`config.mk`:
```
export PLATFORM = sky130hd
export DESIGN_NAME = fscs_fail_safe_clock_supervisor
export DESIGN_NICKNAME = d
export VERILOG_FILES = /design/src/fscs_pkg.sv /design/src/fscs_fail_safe_clock_supervisor.sv
export SDC_FILE = /design/constraint.sdc
export NUM_CORES = 1
export LEC_CHECK = 0
export BUFFER_PORTS_ARGS = -buffer_cell sky130_fd_sc_hd__buf_2
export CORE_UTILIZATION = 40
export DETAILED_ROUTE_END_ITERATION = 6
export HOLD_SLACK_MARGIN = 0.05
export PLACE_DENSITY = 0.75
export SYNTH_ARGS = -nofsm -noshare
export SYNTH_HDL_FRONTEND = slang
export SYNTH_SLANG_ARGS = --single-unit
```
`constraint.sdc`:
```
create_clock -name clk -period 4.3 [get_ports clk]
set_clock_uncertainty 0.15 [all_clocks]
set_input_delay 0.645 -clock clk [delete_from_list [all_inputs] [get_ports clk]]
set_output_delay 0.645 -clock clk [all_outputs]
set_load 0.1 [all_outputs]
```
`src/fscs_pkg.sv`:
```
// constants and types shared by the fail-safe clock supervisor
// ----------------------------------------------------------------
// Overview of operation
// [RQ1] monitoring and switchover happen only while the nonvolatile monitor enable bit is set.
// [RQ2] while monitoring is enabled the internal rc clock is requested to run without pause.
// [RQ3] the sample clock is the internal rc clock divided by 64.
// [RQ4] the monitor latch sets on each falling device clock edge and clears on each rising sample clock edge.
// [RQ5] a falling sample clock edge that finds the monitor latch still set declares a clock failure.
// [RQ6] a clock failure sets the oscillator fail flag in bit 7 of the second interrupt flag register.
// [RQ7] a failure moves the device clock to the internal oscillator while the oscillator control register is left as is.
// [RQ8] a failure resets the watchdog counter and its postscaler.
// [RQ9] only primary or secondary source failures are detected; the internal oscillator is not watched.
// [RQ10] the watchdog has its own divider, so disabling it never stops the rc clock while monitoring is on.
// [RQ11] software sets the internal frequency select right after reset, and before sleep for the wake-up speed.
// [RQ12] the fail-safe condition ends only on device reset or on entry into a power-managed mode.
// [RQ13] the oscillator fail flag stays set until software clears it and raises a request only when enabled.
// ----------------------------------------------------------------
package fscs_pkg;

  // ----------------------------------------------------------------
  // register map, byte addresses on the wishbone bus
  // ----------------------------------------------------------------
  localparam int ADR_W = 5;
  localparam logic [4:0] OFS_IRQ_FLAGS_2 = 5'h00;
  localparam logic [4:0] OFS_IRQ_ENABLE_2 = 5'h04;
  localparam logic [4:0] OFS_OSC_CONTROL = 5'h08;
  localparam logic [4:0] OFS_STATUS = 5'h0C;
  localparam logic [4:0] OFS_POWER_MANAGE = 5'h10;

  // ----------------------------------------------------------------
  // field positions
  // ----------------------------------------------------------------
  localparam int BIT_OSC_FAIL = 7;
  localparam int BIT_PM_ENTER = 0;
  localparam int POS_SRC_LO = 0;
  localparam int POS_SRC_HI = 1;
  localparam int POS_FREQ_LO = 4;
  localparam int POS_FREQ_HI = 6;
  localparam int BIT_ST_FAILSAFE = 0;
  localparam int BIT_ST_LATCH = 1;
  localparam int BIT_ST_ACTIVE = 2;
  localparam int BIT_ST_SAMPLE = 3;

  // ----------------------------------------------------------------
  // clock source codes and reset values
  // ----------------------------------------------------------------
  localparam logic [1:0] SRC_PRIMARY = 2'h0;
  localparam logic [1:0] SRC_SECONDARY = 2'h1;
  localparam logic [1:0] SRC_INTERNAL = 2'h2;
  localparam logic [1:0] RST_SRC = 2'h0;
  localparam logic [2:0] RST_FREQ = 3'h0;

  // ----------------------------------------------------------------
  // sample clock divider
  // ----------------------------------------------------------------
  localparam int SAMPLE_DIV = 64;
  localparam int DIV_W = $clog2(SAMPLE_DIV);
  localparam logic [DIV_W-1:0] DIV_HALF_LAST = DIV_W'(SAMPLE_DIV / 2 - 1);
  localparam logic [DIV_W-1:0] DIV_LAST = DIV_W'(SAMPLE_DIV - 1);

  // ----------------------------------------------------------------
  // supervisor modes, gray coded along idle, watch, fail-safe
  // ----------------------------------------------------------------
  typedef enum logic [1:0] {
    FSCS_IDLE = 2'b00,
    FSCS_WATCH = 2'b01,
    FSCS_FAILSAFE = 2'b11
  } fscs_mode_e;

  typedef struct packed {
    fscs_mode_e mode;
    logic [DIV_W-1:0] divCnt;
    logic rcPrev;
    logic devPrev;
    logic monLatch;
    logic oscFailFlag;
    logic oscFailEnable;
    logic [2:0] freqSelect;
    logic [1:0] srcSelect;
    logic ack;
    logic [31:0] rdData;
    logic clkSelInternal;
    logic irq;
    logic wdtReset;
    logic rcRun;
  } fscs_state_s;

endpackage

```
`src/fscs_fail_safe_clock_supervisor.sv`:
```
// fail-safe clock supervisor with its wishbone register slave
`timescale 1ns/1ps
module fscs_fail_safe_clock_supervisor (
  input wire logic clk,
  input wire logic rst_b,
  input wire logic deviceClock,
  input wire logic internalRcClock,
  input wire logic monitorEnableConfigBit,
  input wire logic watchdogEnable,
  input wire logic wb_cyc_i,
  input wire logic wb_stb_i,
  input wire logic wb_we_i,
  input wire logic [fscs_pkg::ADR_W-1:0] wb_adr_i,
  input wire logic [3:0] wb_sel_i,
  input wire logic [31:0] wb_dat_i,
  output logic [31:0] wb_dat_o,
  output logic wb_ack_o,
  output logic clkSelInternal,
  output logic oscFailIrq,
  output logic watchdogReset,
  output logic rcRunRequest,
  output logic [1:0] oscSourceSelect,
  output logic [2:0] internalOscFreqSelect
);

  fscs_pkg::fscs_state_s s_q;
  fscs_pkg::fscs_state_s s_d;

  logic rcRise;
  logic sampleRise;
  logic sampleFall;
  logic devFall;
  logic watchable;
  logic failure;
  logic busReq;
  logic wrLane0;
  logic pmEnter;
  logic [31:0] rdMux;

  // one decode for every register write strobe
  function automatic logic regWrite(input logic strobe, input logic [fscs_pkg::ADR_W-1:0] adr,
                                    input logic [fscs_pkg::ADR_W-1:0] ofs);
    return strobe && (adr == ofs);
  endfunction

  always_comb begin
    s_d = s_q;

    // ----------------------------------------------------------------
    // sample clock, counted on rc rising edges
    // ----------------------------------------------------------------
    // inputs are synchronous to clk, so one previous-value flop suffices for edge finding
    rcRise = internalRcClock && !s_q.rcPrev;
    devFall = !deviceClock && s_q.devPrev;
    sampleRise = rcRise && (s_q.divCnt == fscs_pkg::DIV_HALF_LAST); // [RQ3]
    sampleFall = rcRise && (s_q.divCnt == fscs_pkg::DIV_LAST); // [RQ3]
    s_d.rcPrev = internalRcClock;
    s_d.devPrev = deviceClock;
    if (rcRise) begin
      s_d.divCnt = s_q.divCnt + 1'b1; // [RQ3]
    end

    // ----------------------------------------------------------------
    // monitor latch and failure test
    // ----------------------------------------------------------------
    // a device edge in the same cycle as the sample rise wins, so a live clock is never missed
    if (devFall) begin
      s_d.monLatch = 1'b1; // [RQ4]
    end else if (sampleRise) begin
      s_d.monLatch = 1'b0; // [RQ4]
    end

    // the internal oscillator cannot be watched by itself
    watchable = (s_q.srcSelect == fscs_pkg::SRC_PRIMARY)
             || (s_q.srcSelect == fscs_pkg::SRC_SECONDARY); // [RQ9]
    failure = (s_q.mode == fscs_pkg::FSCS_WATCH) && watchable && sampleFall && s_q.monLatch; // [RQ5]

    // ----------------------------------------------------------------
    // wishbone decode
    // ----------------------------------------------------------------
    busReq = wb_cyc_i && wb_stb_i && !s_q.ack;
    wrLane0 = busReq && wb_we_i && wb_sel_i[0];
    pmEnter = regWrite(wrLane0, wb_adr_i, fscs_pkg::OFS_POWER_MANAGE) && wb_dat_i[fscs_pkg::BIT_PM_ENTER];

    // ----------------------------------------------------------------
    // supervisor mode
    // ----------------------------------------------------------------
    case (s_q.mode)
      fscs_pkg::FSCS_IDLE: begin
        if (monitorEnableConfigBit) begin
          s_d.mode = fscs_pkg::FSCS_WATCH; // [RQ1]
        end
      end
      fscs_pkg::FSCS_WATCH: begin
        if (!monitorEnableConfigBit) begin
          s_d.mode = fscs_pkg::FSCS_IDLE; // [RQ1]
        end else if (failure) begin
          s_d.mode = fscs_pkg::FSCS_FAILSAFE; // [RQ7]
        end
      end
      fscs_pkg::FSCS_FAILSAFE: begin
        // held here until a power-managed mode is entered or the device resets
        if (pmEnter) begin
          s_d.mode = fscs_pkg::FSCS_IDLE; // [RQ12]
        end
      end
      default: begin
        s_d.mode = fscs_pkg::FSCS_IDLE;
      end
    endcase

    // ----------------------------------------------------------------
    // register writes
    // ----------------------------------------------------------------
    if (regWrite(wrLane0, wb_adr_i, fscs_pkg::OFS_IRQ_ENABLE_2)) begin
      s_d.oscFailEnable = wb_dat_i[fscs_pkg::BIT_OSC_FAIL];
    end
    if (regWrite(wrLane0, wb_adr_i, fscs_pkg::OFS_OSC_CONTROL)) begin
      s_d.freqSelect = wb_dat_i[fscs_pkg::POS_FREQ_HI:fscs_pkg::POS_FREQ_LO];
      s_d.srcSelect = wb_dat_i[fscs_pkg::POS_SRC_HI:fscs_pkg::POS_SRC_LO];
    end
    // write one to clear; a failure in the same cycle keeps the flag set
    if (regWrite(wrLane0, wb_adr_i, fscs_pkg::OFS_IRQ_FLAGS_2) && wb_dat_i[fscs_pkg::BIT_OSC_FAIL]) begin
      s_d.oscFailFlag = 1'b0; // [RQ13]
    end
    if (failure) begin
      s_d.oscFailFlag = 1'b1; // [RQ6]
    end

    // ----------------------------------------------------------------
    // read data
    // ----------------------------------------------------------------
    rdMux = 32'h0000_0000;
    case (wb_adr_i)
      fscs_pkg::OFS_IRQ_FLAGS_2: begin
        rdMux[fscs_pkg::BIT_OSC_FAIL] = s_q.oscFailFlag;
      end
      fscs_pkg::OFS_IRQ_ENABLE_2: begin
        rdMux[fscs_pkg::BIT_OSC_FAIL] = s_q.oscFailEnable;
      end
      fscs_pkg::OFS_OSC_CONTROL: begin
        // the source field keeps the software value even in fail-safe
        rdMux[fscs_pkg::POS_FREQ_HI:fscs_pkg::POS_FREQ_LO] = s_q.freqSelect; // [RQ7]
        rdMux[fscs_pkg::POS_SRC_HI:fscs_pkg::POS_SRC_LO] = s_q.srcSelect; // [RQ7]
      end
      fscs_pkg::OFS_STATUS: begin
        rdMux[fscs_pkg::BIT_ST_FAILSAFE] = (s_q.mode == fscs_pkg::FSCS_FAILSAFE);
        rdMux[fscs_pkg::BIT_ST_LATCH] = s_q.monLatch;
        rdMux[fscs_pkg::BIT_ST_ACTIVE] = (s_q.mode == fscs_pkg::FSCS_WATCH);
        rdMux[fscs_pkg::BIT_ST_SAMPLE] = s_q.divCnt[fscs_pkg::DIV_W-1];
      end
      default: begin
        rdMux = 32'h0000_0000;
      end
    endcase
    s_d.ack = busReq;
    s_d.rdData = (busReq && !wb_we_i) ? rdMux : 32'h0000_0000;

    // ----------------------------------------------------------------
    // outputs, all registered
    // ----------------------------------------------------------------
    s_d.clkSelInternal = (s_d.mode == fscs_pkg::FSCS_FAILSAFE)
                      || (s_d.srcSelect == fscs_pkg::SRC_INTERNAL); // [RQ7]
    s_d.irq = s_d.oscFailFlag && s_d.oscFailEnable; // [RQ13]
    s_d.wdtReset = failure; // [RQ8]
    // the watchdog's own divider does not gate the rc clock request
    s_d.rcRun = monitorEnableConfigBit || watchdogEnable; // [RQ2] [RQ10]
  end

  always_ff @(posedge clk) begin
    if (!rst_b) begin
      s_q <= '0;
      s_q.mode <= fscs_pkg::FSCS_IDLE;
      s_q.srcSelect <= fscs_pkg::RST_SRC;
      s_q.freqSelect <= fscs_pkg::RST_FREQ;
    end else begin
      s_q <= s_d;
    end
  end

  assign wb_dat_o = s_q.rdData;
  assign wb_ack_o = s_q.ack;
  assign clkSelInternal = s_q.clkSelInternal;
  assign oscFailIrq = s_q.irq;
  assign watchdogReset = s_q.wdtReset;
  assign rcRunRequest = s_q.rcRun;
  assign oscSourceSelect = s_q.srcSelect;
  assign internalOscFreqSelect = s_q.freqSelect;

endmodule // fscs_fail_safe_clock_supervisor

```
=== After elaboration in Yosys (flattened, before gate mapping) ===
Index checks and enable logic that the tools add are counted.
Widths: inputs -> output; s select.

* Flip-flop bits (word level): 55
* Input bits: 50
* Output and inout bits: 42
* Logic and storage cells: 76

* $add $sub $neg: 1
* Equality and inequality tests: 11
* Muxes and demuxes: 13
* Reduce and logical (&&, ||, !) cells: 33

{| class="wikitable"
|+ Operators by type and width
! operator !! number
|-
| $logic_and 1x1->1 || 19
|-
| $eq 5x4->1 const B || 2
|-
| $mux 2 || 5
|-
| $add 6x1->6 const B || 1
|-
| $eq 2x2->1 const B || 3
|-
| $eq 6x5->1 const B || 1
|-
| $eq 6x6->1 const B || 1
|-
| $pmux 2 s3 || 1
|-
| $reduce_and 3->1 || 2
|-
| $eq 5x3->1 const B || 1
|-
| $eq 5x5->1 const B || 1
|-
| $logic_not 5->1 || 1
|-
| $mux 1 || 5
|-
| $eq 2x1->1 const B || 2
|-
| $logic_not 1->1 || 4
|-
| $logic_not 2->1 || 2
|-
| $pmux 2 s2 || 1
|-
| $logic_or 1x1->1 || 3
|-
| $pmux 1 s2 || 1
|-
| $reduce_and 2->1 || 1
|-
| $reduce_bool 2->1 || 1
|}

=== Logic depth before layout (Yosys ltp) ===
Gate-level depths: netlist of run 1.

* Depth after elaboration: 10
* Depth in mapped cells: 5
* Gate-level depth less buffers: 5

=== Least setup slack after synthesis of run 1 ===
No wires, ideal clock.

* Path kind: register to register
* From: reg s_q (netlist bit wb_ack_o)
* To: reg s_q (netlist bit clkSelInternal)
* Setup time: 0.071 ns
* Data arrival time: 1.810 ns
* Data required time: 4.079 ns
* Path slack: 2.269 ns
* Cell stages (with the launch flop): 6
* Path buffers: 1
* Period minus slack after synthesis: 2.031 ns
* Cells stage by stage: dfxtp_1 -> and3b_2 -> and4_1 -> buf_6 -> mux2i_1 -> o2bb2ai_1

* Longest elaborated chain between the ends: 10
* Elaborated cells between the ends (all ways): 13
* Classes of those cells: 2 x eq/ne; 3 x mux; 8 x reduce/logical

{| class="wikitable"
|+ RTL lines
! what !! RTL line !! RTL
|-
| start, declared || fscs_fail_safe_clock_supervisor.sv:26 || <nowiki>fscs_pkg::fscs_state_s s_q;</nowiki>
|-
| $logic_not 1->1 (*) || fscs_fail_safe_clock_supervisor.sv:81 || <nowiki>busReq = wb_cyc_i && wb_stb_i && !s_q.ack;</nowiki>
|-
| $logic_and 1x1->1 (*) || fscs_fail_safe_clock_supervisor.sv:81 ||
|-
| $logic_and 1x1->1 (*) (2 in a row) || fscs_fail_safe_clock_supervisor.sv:82 || <nowiki>wrLane0 = busReq && wb_we_i && wb_sel_i[0];</nowiki>
|-
| $logic_and 1x1->1 || fscs_fail_safe_clock_supervisor.sv:43 || <nowiki>return strobe && (adr == ofs);</nowiki>
|-
| $logic_and 1x1->1 || fscs_fail_safe_clock_supervisor.sv:83 || <nowiki>pmEnter = regWrite(wrLane0, wb_adr_i, fscs_pkg::OFS_POWER_MANAGE) && wb_dat_i[fscs_pkg::BIT_PM_ENTER];</nowiki>
|-
| $mux 2 || fscs_fail_safe_clock_supervisor.sv:103 || <nowiki>if (pmEnter) begin</nowiki>
|-
| $pmux 2 s3 || fscs_fail_safe_clock_supervisor.sv:88 || <nowiki>case (s_q.mode)</nowiki>
|-
| $eq 2x2->1 || fscs_fail_safe_clock_supervisor.sv:162 || <nowiki>s_d.clkSelInternal = (s_d.mode == fscs_pkg::FSCS_FAILSAFE)</nowiki>
|-
| $logic_or 1x1->1 (*) || fscs_fail_safe_clock_supervisor.sv:163 || <nowiki>|| (s_d.srcSelect == fscs_pkg::SRC_INTERNAL);</nowiki>
|}

Every way passes the cells marked *; elsewhere a longest branch is shown, timed or not.
A chain may end at the register's enable or synchronous reset.

=== Worst setup path after layout of run 1 ===
* From: reg s_q (netlist bit oscSourceSelect[1])
* To: out oscSourceSelect[1]

{| class="wikitable"
|+ RTL lines
! what !! RTL line !! RTL
|-
| end, declared || fscs_fail_safe_clock_supervisor.sv:22 || <nowiki>output logic [1:0] oscSourceSelect,</nowiki>
|}

No word-level cell between the ends.

==> qor.txt, run 1 <==
largest net degree at the start of global routing -> 19
CP required -> 3.50 ns
DR vias -> 1,033
final-report setup violation count -> 0
area of the core -> 3470 um2
register area share after synthesis -> 41.5%
commonest non-fill, non-tap cell in the layout -> buf_2
min cycle time layout -> 1.92 ns
Post-synth EDFFs -> 0
num ports -> 92
complex-gate fraction of the synthesized area -> 5.10%
Reg-to-Reg Start -> s_q[47]
Die Ht -> 63.1 um
vias in the first global route -> 925
Num CTS Buffers -> 5
Synth Area in Adders -> 0.837%
area added between synthesis and finish -> 10.6%
CTS tree -> yes
Slew Limit Fails -> 0
flops & latches, synth -> 31
clk root buf -> clkbuf_8
Die ar. -> 3990 um2
distinct cell type count after synthesis -> 44
PortBufs -> 38
# DRC -> 0
cell count after synthesis -> 153
layout cells sized above 1 -> 31.1%
Max-Cap Viols -> 0
met2 wire length -> 1260 um
Worst Setup Start Kind -> flop
worst path bufs/invs -> 1
worst setup path endpoint -> oscSourceSelect[1]
DR iter-0 viols -> 33
Vias/cell -> 4.51
CP startpoint -> oscSourceSelect[1]
Post-Synth XOR/XNOR Area -> 2.34%
mux contribution to synthesized area -> 4.69%
maximum VDD drop -> 0.000148 V
Worst path slowest cell -> buf_2
GRT Residual Overflow -> 0
Site Rows -> 21
Initial Utilization -> 43.1%
met3 routed WL -> 172 um
post-route ant nets -> 0
setup bufs post-CTS -> 0
Ys Warns -> 0
Lkg Pwr -> 0.788 nW
pre-CTS setup slack -> 2.20 ns
cells along the critical path -> buf_2
area of the multi-input gates -> 661 um2
Die Width -> 63.1 um
critical path class -> flop to primary output
Final GP Congestion -> 0.784
Worst Setup End Kind -> primary output
crit-path max cell delay -> 0.45 ns
WL final -> 2560 um
synthesized area per cell -> 9.77 um2
unrepaired setup endpoints after global routing -> false
Final WS setup -> 2.38 ns
status -> finished, final reports clean
cts hold-fix bufs -> 0
Post-CTS Resized -> 0
Rel. slew slack -> 63.1%
HP Class -> flop to flop
main combinational cell family by area after synthesis -> simple AND/OR/NAND/NOR gates
Filler Cell Count -> 348
Crit path depth -> 1
Reg clk slew, reported paths -> 0.06 ns
register area -> 621 um2
first-pass GRT wire length -> 4170 um
Clock Tree Buf Depth -> 2
asr flop ratio synth -> 0%
Power per Cell Area -> 437 nW/um2
Sink Count -> 31
Worst R2R Path Depth -> 5
Max Fclk -> 520 MHz
H-Tree Depth -> 2
post-synth top area cell -> dfxtp_1
WL/cell -> 11.2 um
final hold violation count -> 0
post-detail-place hpwl -> 1970 um
NumNets Final -> 233
Mapped Area -> 1500 um2
Top FF cell, synth -> dfxtp_1
R2R setup slack -> 2.50 ns
top-area cell type share of the netlist area -> 41.5%
worst-path fanout max -> 4
final worst-path cycle share -> 44.8%
DR top layer -> met4
diodes inserted -> 0
post-route setup TNS -> 0 ns
length of the first detailed-routing pass in iterations -> 4
met1 WL -> 1070 um
most frequent cells in the layout -> buf_2, dfxtp_1, conb_1
Reg-to-Reg End -> oscFailIrq
worst slew pin tran -> 0.549 ns
antenna violations before repair -> 0
GRT Overall Usage -> 14.2%
Hold Slack -> 0.330 ns
Synth area leaders -> dfxtp_1, buf_4, mux2i_1, nor2_1, nand4_1
post-synthesis simple-gate area fraction -> 25.2%
CP top delay family -> buffers and inverters
Skew-Pair Late Insertion Delay -> 0.29 ns
crit path DAT -> 1.13 ns
## worst min-delay path by stage
stage	from	end	depth (start not counted)
after global placement	s_q[45]	s_q[44]	2
final	s_q[45]	s_q[44]	2
after detailed placement	s_q[45]	s_q[44]	2
after floorplan	s_q[45]	s_q[44]	2
after global routing	s_q[45]	s_q[44]	2
after CTS	s_q[45]	s_q[44]	2
## state kept, by name, indices dropped and copies added, names as in the netlist, 2 cells and up
signal	flops
internalOscFreqSelect	3
oscSourceSelect	2
s_q	13
wb_dat_o	8
## kinds of logic after synthesis
kind of cell	after synthesis
AND/OR/NAND/NOR	57
buffers and inverters	41
flip-flops	31
AO/OA/AOI/OAI	11
multiplexers	7
XOR/XNOR	4
adder cells (fa/ha/maj)	1
other	1
## layout make-up
type	count	area share, %
Tap cell	46	3.48
Sequential cell	31	37.5
Multi-Input combinational cell	104	39.9
Clock buffer	6	4.99
Inverter	2	0.454
Clock inverter	2	2.12
Timing Repair Buffer	38	11.5
## cell usage after synthesis (2+ instances only)
| cell | count |
|---|---|
| and2b_1 | 2 |
| nand4_1 | 6 |
| xor2_1 | 3 |
| nand2_1 | 2 |
| and3b_1 | 2 |
| and2_4 | 2 |
| mux2i_1 | 7 |
| dfxtp_1 | 31 |
| nor3b_1 | 2 |
| nand3_1 | 3 |
| buf_4 | 37 |
| nor2_1 | 16 |
| and3_2 | 3 |
| and2_1 | 3 |
| a21oi_1 | 4 |
| nand2b_1 | 2 |
## stage by stage
| step | std cells | cell area, um2 | power [mW] | utilization (%) |
|---|---|---|---|---|
| after global placement | 221 | 1540 | 0.434 | 44.3 |
| after global routing | 229 | 1650 | 0.752 | 47.7 |
| final | 229 | 1650 | 0.723 | 47.7 |
| after floorplan | 176 | 1580 | 0.434 | - |
| after detailed placement | 221 | 1540 | 0.436 | 44.3 |
| after CTS | 229 | 1650 | 0.729 | 47.7 |
## power by group
| part | total (mW) | internal [mW] | switching (mW) |
|---|---|---|---|
| Sequential | 0.296 | 0.292 | 0.00394 |
| Combinational | 0.134 | 0.0169 | 0.117 |
| Clock | 0.293 | 0.187 | 0.106 |
| Total | 0.723 | 0.496 | 0.227 |
## per-layer routing
metal  global-route usage (%)  vias up
met1                     14.0      463
met5                        0        -
met2                     23.9       38
met4                     8.72        0
li1                         -      525
met3                     6.70        7
No activity file was read; power rests on OpenSTA's default activity.
==> run 2, diff against run 1 <==
==> constraint.sdc (replaced) <==
create_clock -name clk -period 2 [get_ports clk]
set_clock_uncertainty 0.15 [all_clocks]
set_input_delay 0.3 -clock clk [delete_from_list [all_inputs] [get_ports clk]]
set_output_delay 0.3 -clock clk [all_outputs]
set_load 0.1 [all_outputs]
==> run 2 against run 1 <==
Against the previous run: routed wire length down 6.5%; die area unchanged; setup slack got worse by 2.1 ns; hold slack got worse by 0.26 ns; via count down 0.77%; critical endpoint is now clkSelInternal; sequential power grew 110%; largest cell class unchanged; register-to-register slack worse by 2.2 ns; clock power grew 63%; total power is 94% higher.
==> qor.txt, run 2 (same netlist as run 1, synthesis figures left out) <==
status -> finished, final reports clean
Die Ht -> 63.1 um (unchanged)
Final GP Congestion -> 0.808 (+3.0%)
pre-CTS setup slack -> 0.264 ns (-1.94 ns)
worst-path fanout max -> 4 (unchanged)
Site Rows -> 21 (unchanged)
met1 WL -> 1090 um (+2.5%)
area added between synthesis and finish -> 9.21%
Rel. slew slack -> 67.1% (+4.1 points)
diodes inserted -> 0 (unchanged)
unrepaired setup endpoints after global routing -> false
first-pass GRT wire length -> 4010 um (-4.0%)
clk root buf -> clkbuf_8
num ports -> 92 (unchanged)
vias in the first global route -> 910 (-1.6%)
Max Fclk -> 582 MHz
Worst path slowest cell -> nor4_1
GRT Residual Overflow -> 0 (unchanged)
antenna violations before repair -> 0 (unchanged)
Worst Setup End Kind -> flop
crit-path max cell delay -> 0.47 ns (+0.02 ns)
final-report setup violation count -> 0 (unchanged)
final hold violation count -> 0 (unchanged)
Final WS setup -> 0.281 ns (-2.09 ns)
WL/cell -> 10.5 um (-6.5%)
Clock Tree Buf Depth -> 2 (unchanged)
CTS tree -> yes
final core utilization -> 47.1% (-0.61 points)
min cycle time layout -> 1.72 ns
DR vias -> 1,025 (-0.77%)
Reg with most FFs -> s_q
DR iter-0 viols -> 35 (+6.1%)
crit path DAT -> 1.77 ns (+0.64 ns)
H-Tree Depth -> 2 (unchanged)
met2 wire length -> 1110 um (-12%)
Initial Utilization -> 43.1% (unchanged)
PortBufs -> 38 (unchanged)
Power per Cell Area -> 858 nW/um2 (+96%)
cts hold-fix bufs -> 0 (unchanged)
met3 routed WL -> 142 um (-17%)
cell count after placement -> 222 (+0.45%)
Slew Limit Fails -> 0 (unchanged)
Skew-Pair Late Insertion Delay -> 0.28 ns (about the same)
Die ar. -> 3990 um2 (unchanged)
post-route ant nets -> 0 (unchanged)
GRT Overall Usage -> 13.5% (-0.76 points)
worst path bufs/invs -> 0 (-1)
worst slew pin tran -> 0.489 ns (-0.0604 ns)
Die Width -> 63.1 um (unchanged)
commonest non-fill, non-tap cell in the layout -> buf_2
Vias/cell -> 4.48 (-0.77%)
WL final -> 2400 um (-6.5%)
maximum VDD drop -> 0.000267 V (+80%)
Worst Setup Start Kind -> flop
Num CTS Buffers -> 5 (unchanged)
largest net degree at the start of global routing -> 19 (unchanged)
CP top delay family -> simple AND/OR/NAND/NOR gates
layout cells sized above 1 -> 31.7% (+0.55 points)
NumNets Final -> 234 (+0.43%)
setup bufs post-CTS -> 0 (unchanged)
cells along the critical path -> ha_1, nand3b_1, nor4_1, a32oi_1, o2bb2ai_1
HP Class -> input port to flop
DR top layer -> met4
final worst-path cycle share -> 85.9%
Design Power -> 1.40 mW (+94%)
most frequent cells in the layout -> buf_2, dfxtp_1, conb_1
Reg-to-Reg Start -> s_q[47]
critical path class -> flop to flop
hold_sp -> watchdogEnable
CP startpoint -> s_q[47]
post-route setup TNS -> 0 ns (unchanged)
# DRC -> 0 (unchanged)
post-detail-place hpwl -> 1880 um (-4.4%)
Sink Count -> 31 (unchanged)
Reg clk slew, reported paths -> 0.06 ns (about the same)
Post-CTS Resized -> 0 (unchanged)
Max-Cap Viols -> 0 (unchanged)
Largest register FFs -> 13 (unchanged)
CP required -> 2.05 ns (-1.45 ns)
Finished Layout Cells -> 229 (unchanged)
length of the first detailed-routing pass in iterations -> 4 (unchanged)
area of the core -> 3470 um2 (unchanged)
Lkg Pwr -> 0.779 nW (-1.1%)
==> run 2: per-stage QoR <==
stage,cell area [um2],hold slack [ns]
2_1_floorplan,1580,0.227
3_3_place_gp,1550,0.294
3_5_place_dp,1550,0.304
4_1_cts,1630,0.0660
5_1_grt,1630,0.0888
6_report,1630,0.0692
==> run 2: layer usage <==
metal | vias up | global-route usage [%]
met5 | - | 0
met4 | 0 | 6.98
met3 | 5 | 6.52
met2 | 34 | 21.0
met1 | 458 | 15.0
li1 | 528 | -
==> run 2: tightest hold or removal path, delay by kind of cell <==
| family | cells | cell delay, ns |
|---|---|---|
| buf+inv | 1 | 0.07 |
| simple gates | 2 | 0.09 |
==> run 2: where the power goes <==
group	internal, mW	switching (mW)	leakage (nW)
logic	0.0369	0.251	0.480
clock network	0.269	0.209	0.0470
registers	0.629	0.00759	0.252
total	0.934	0.467	0.779
==> run 2: cell type report <==
type / count / area (um2)
Inverter: 2 / 7.51
Multi-Input combinational cell: 104 / 661
Sequential cell: 31 / 622
Clock inverter: 1 / 5.00
Tap cell: 46 / 57.6
Clock buffer: 6 / 82.6
Timing Repair Buffer: 39 / 198
Fill cell: 349 / 1840
==> run 2: final timing paths <==
kind	end	slack (ns)	cells past startpoint
max	clkSelInternal	0.28	5
min	rcRunRequest	0.07	3
max reg2reg	clkSelInternal	0.28	5
min reg2reg	s_q[44]	0.31	2
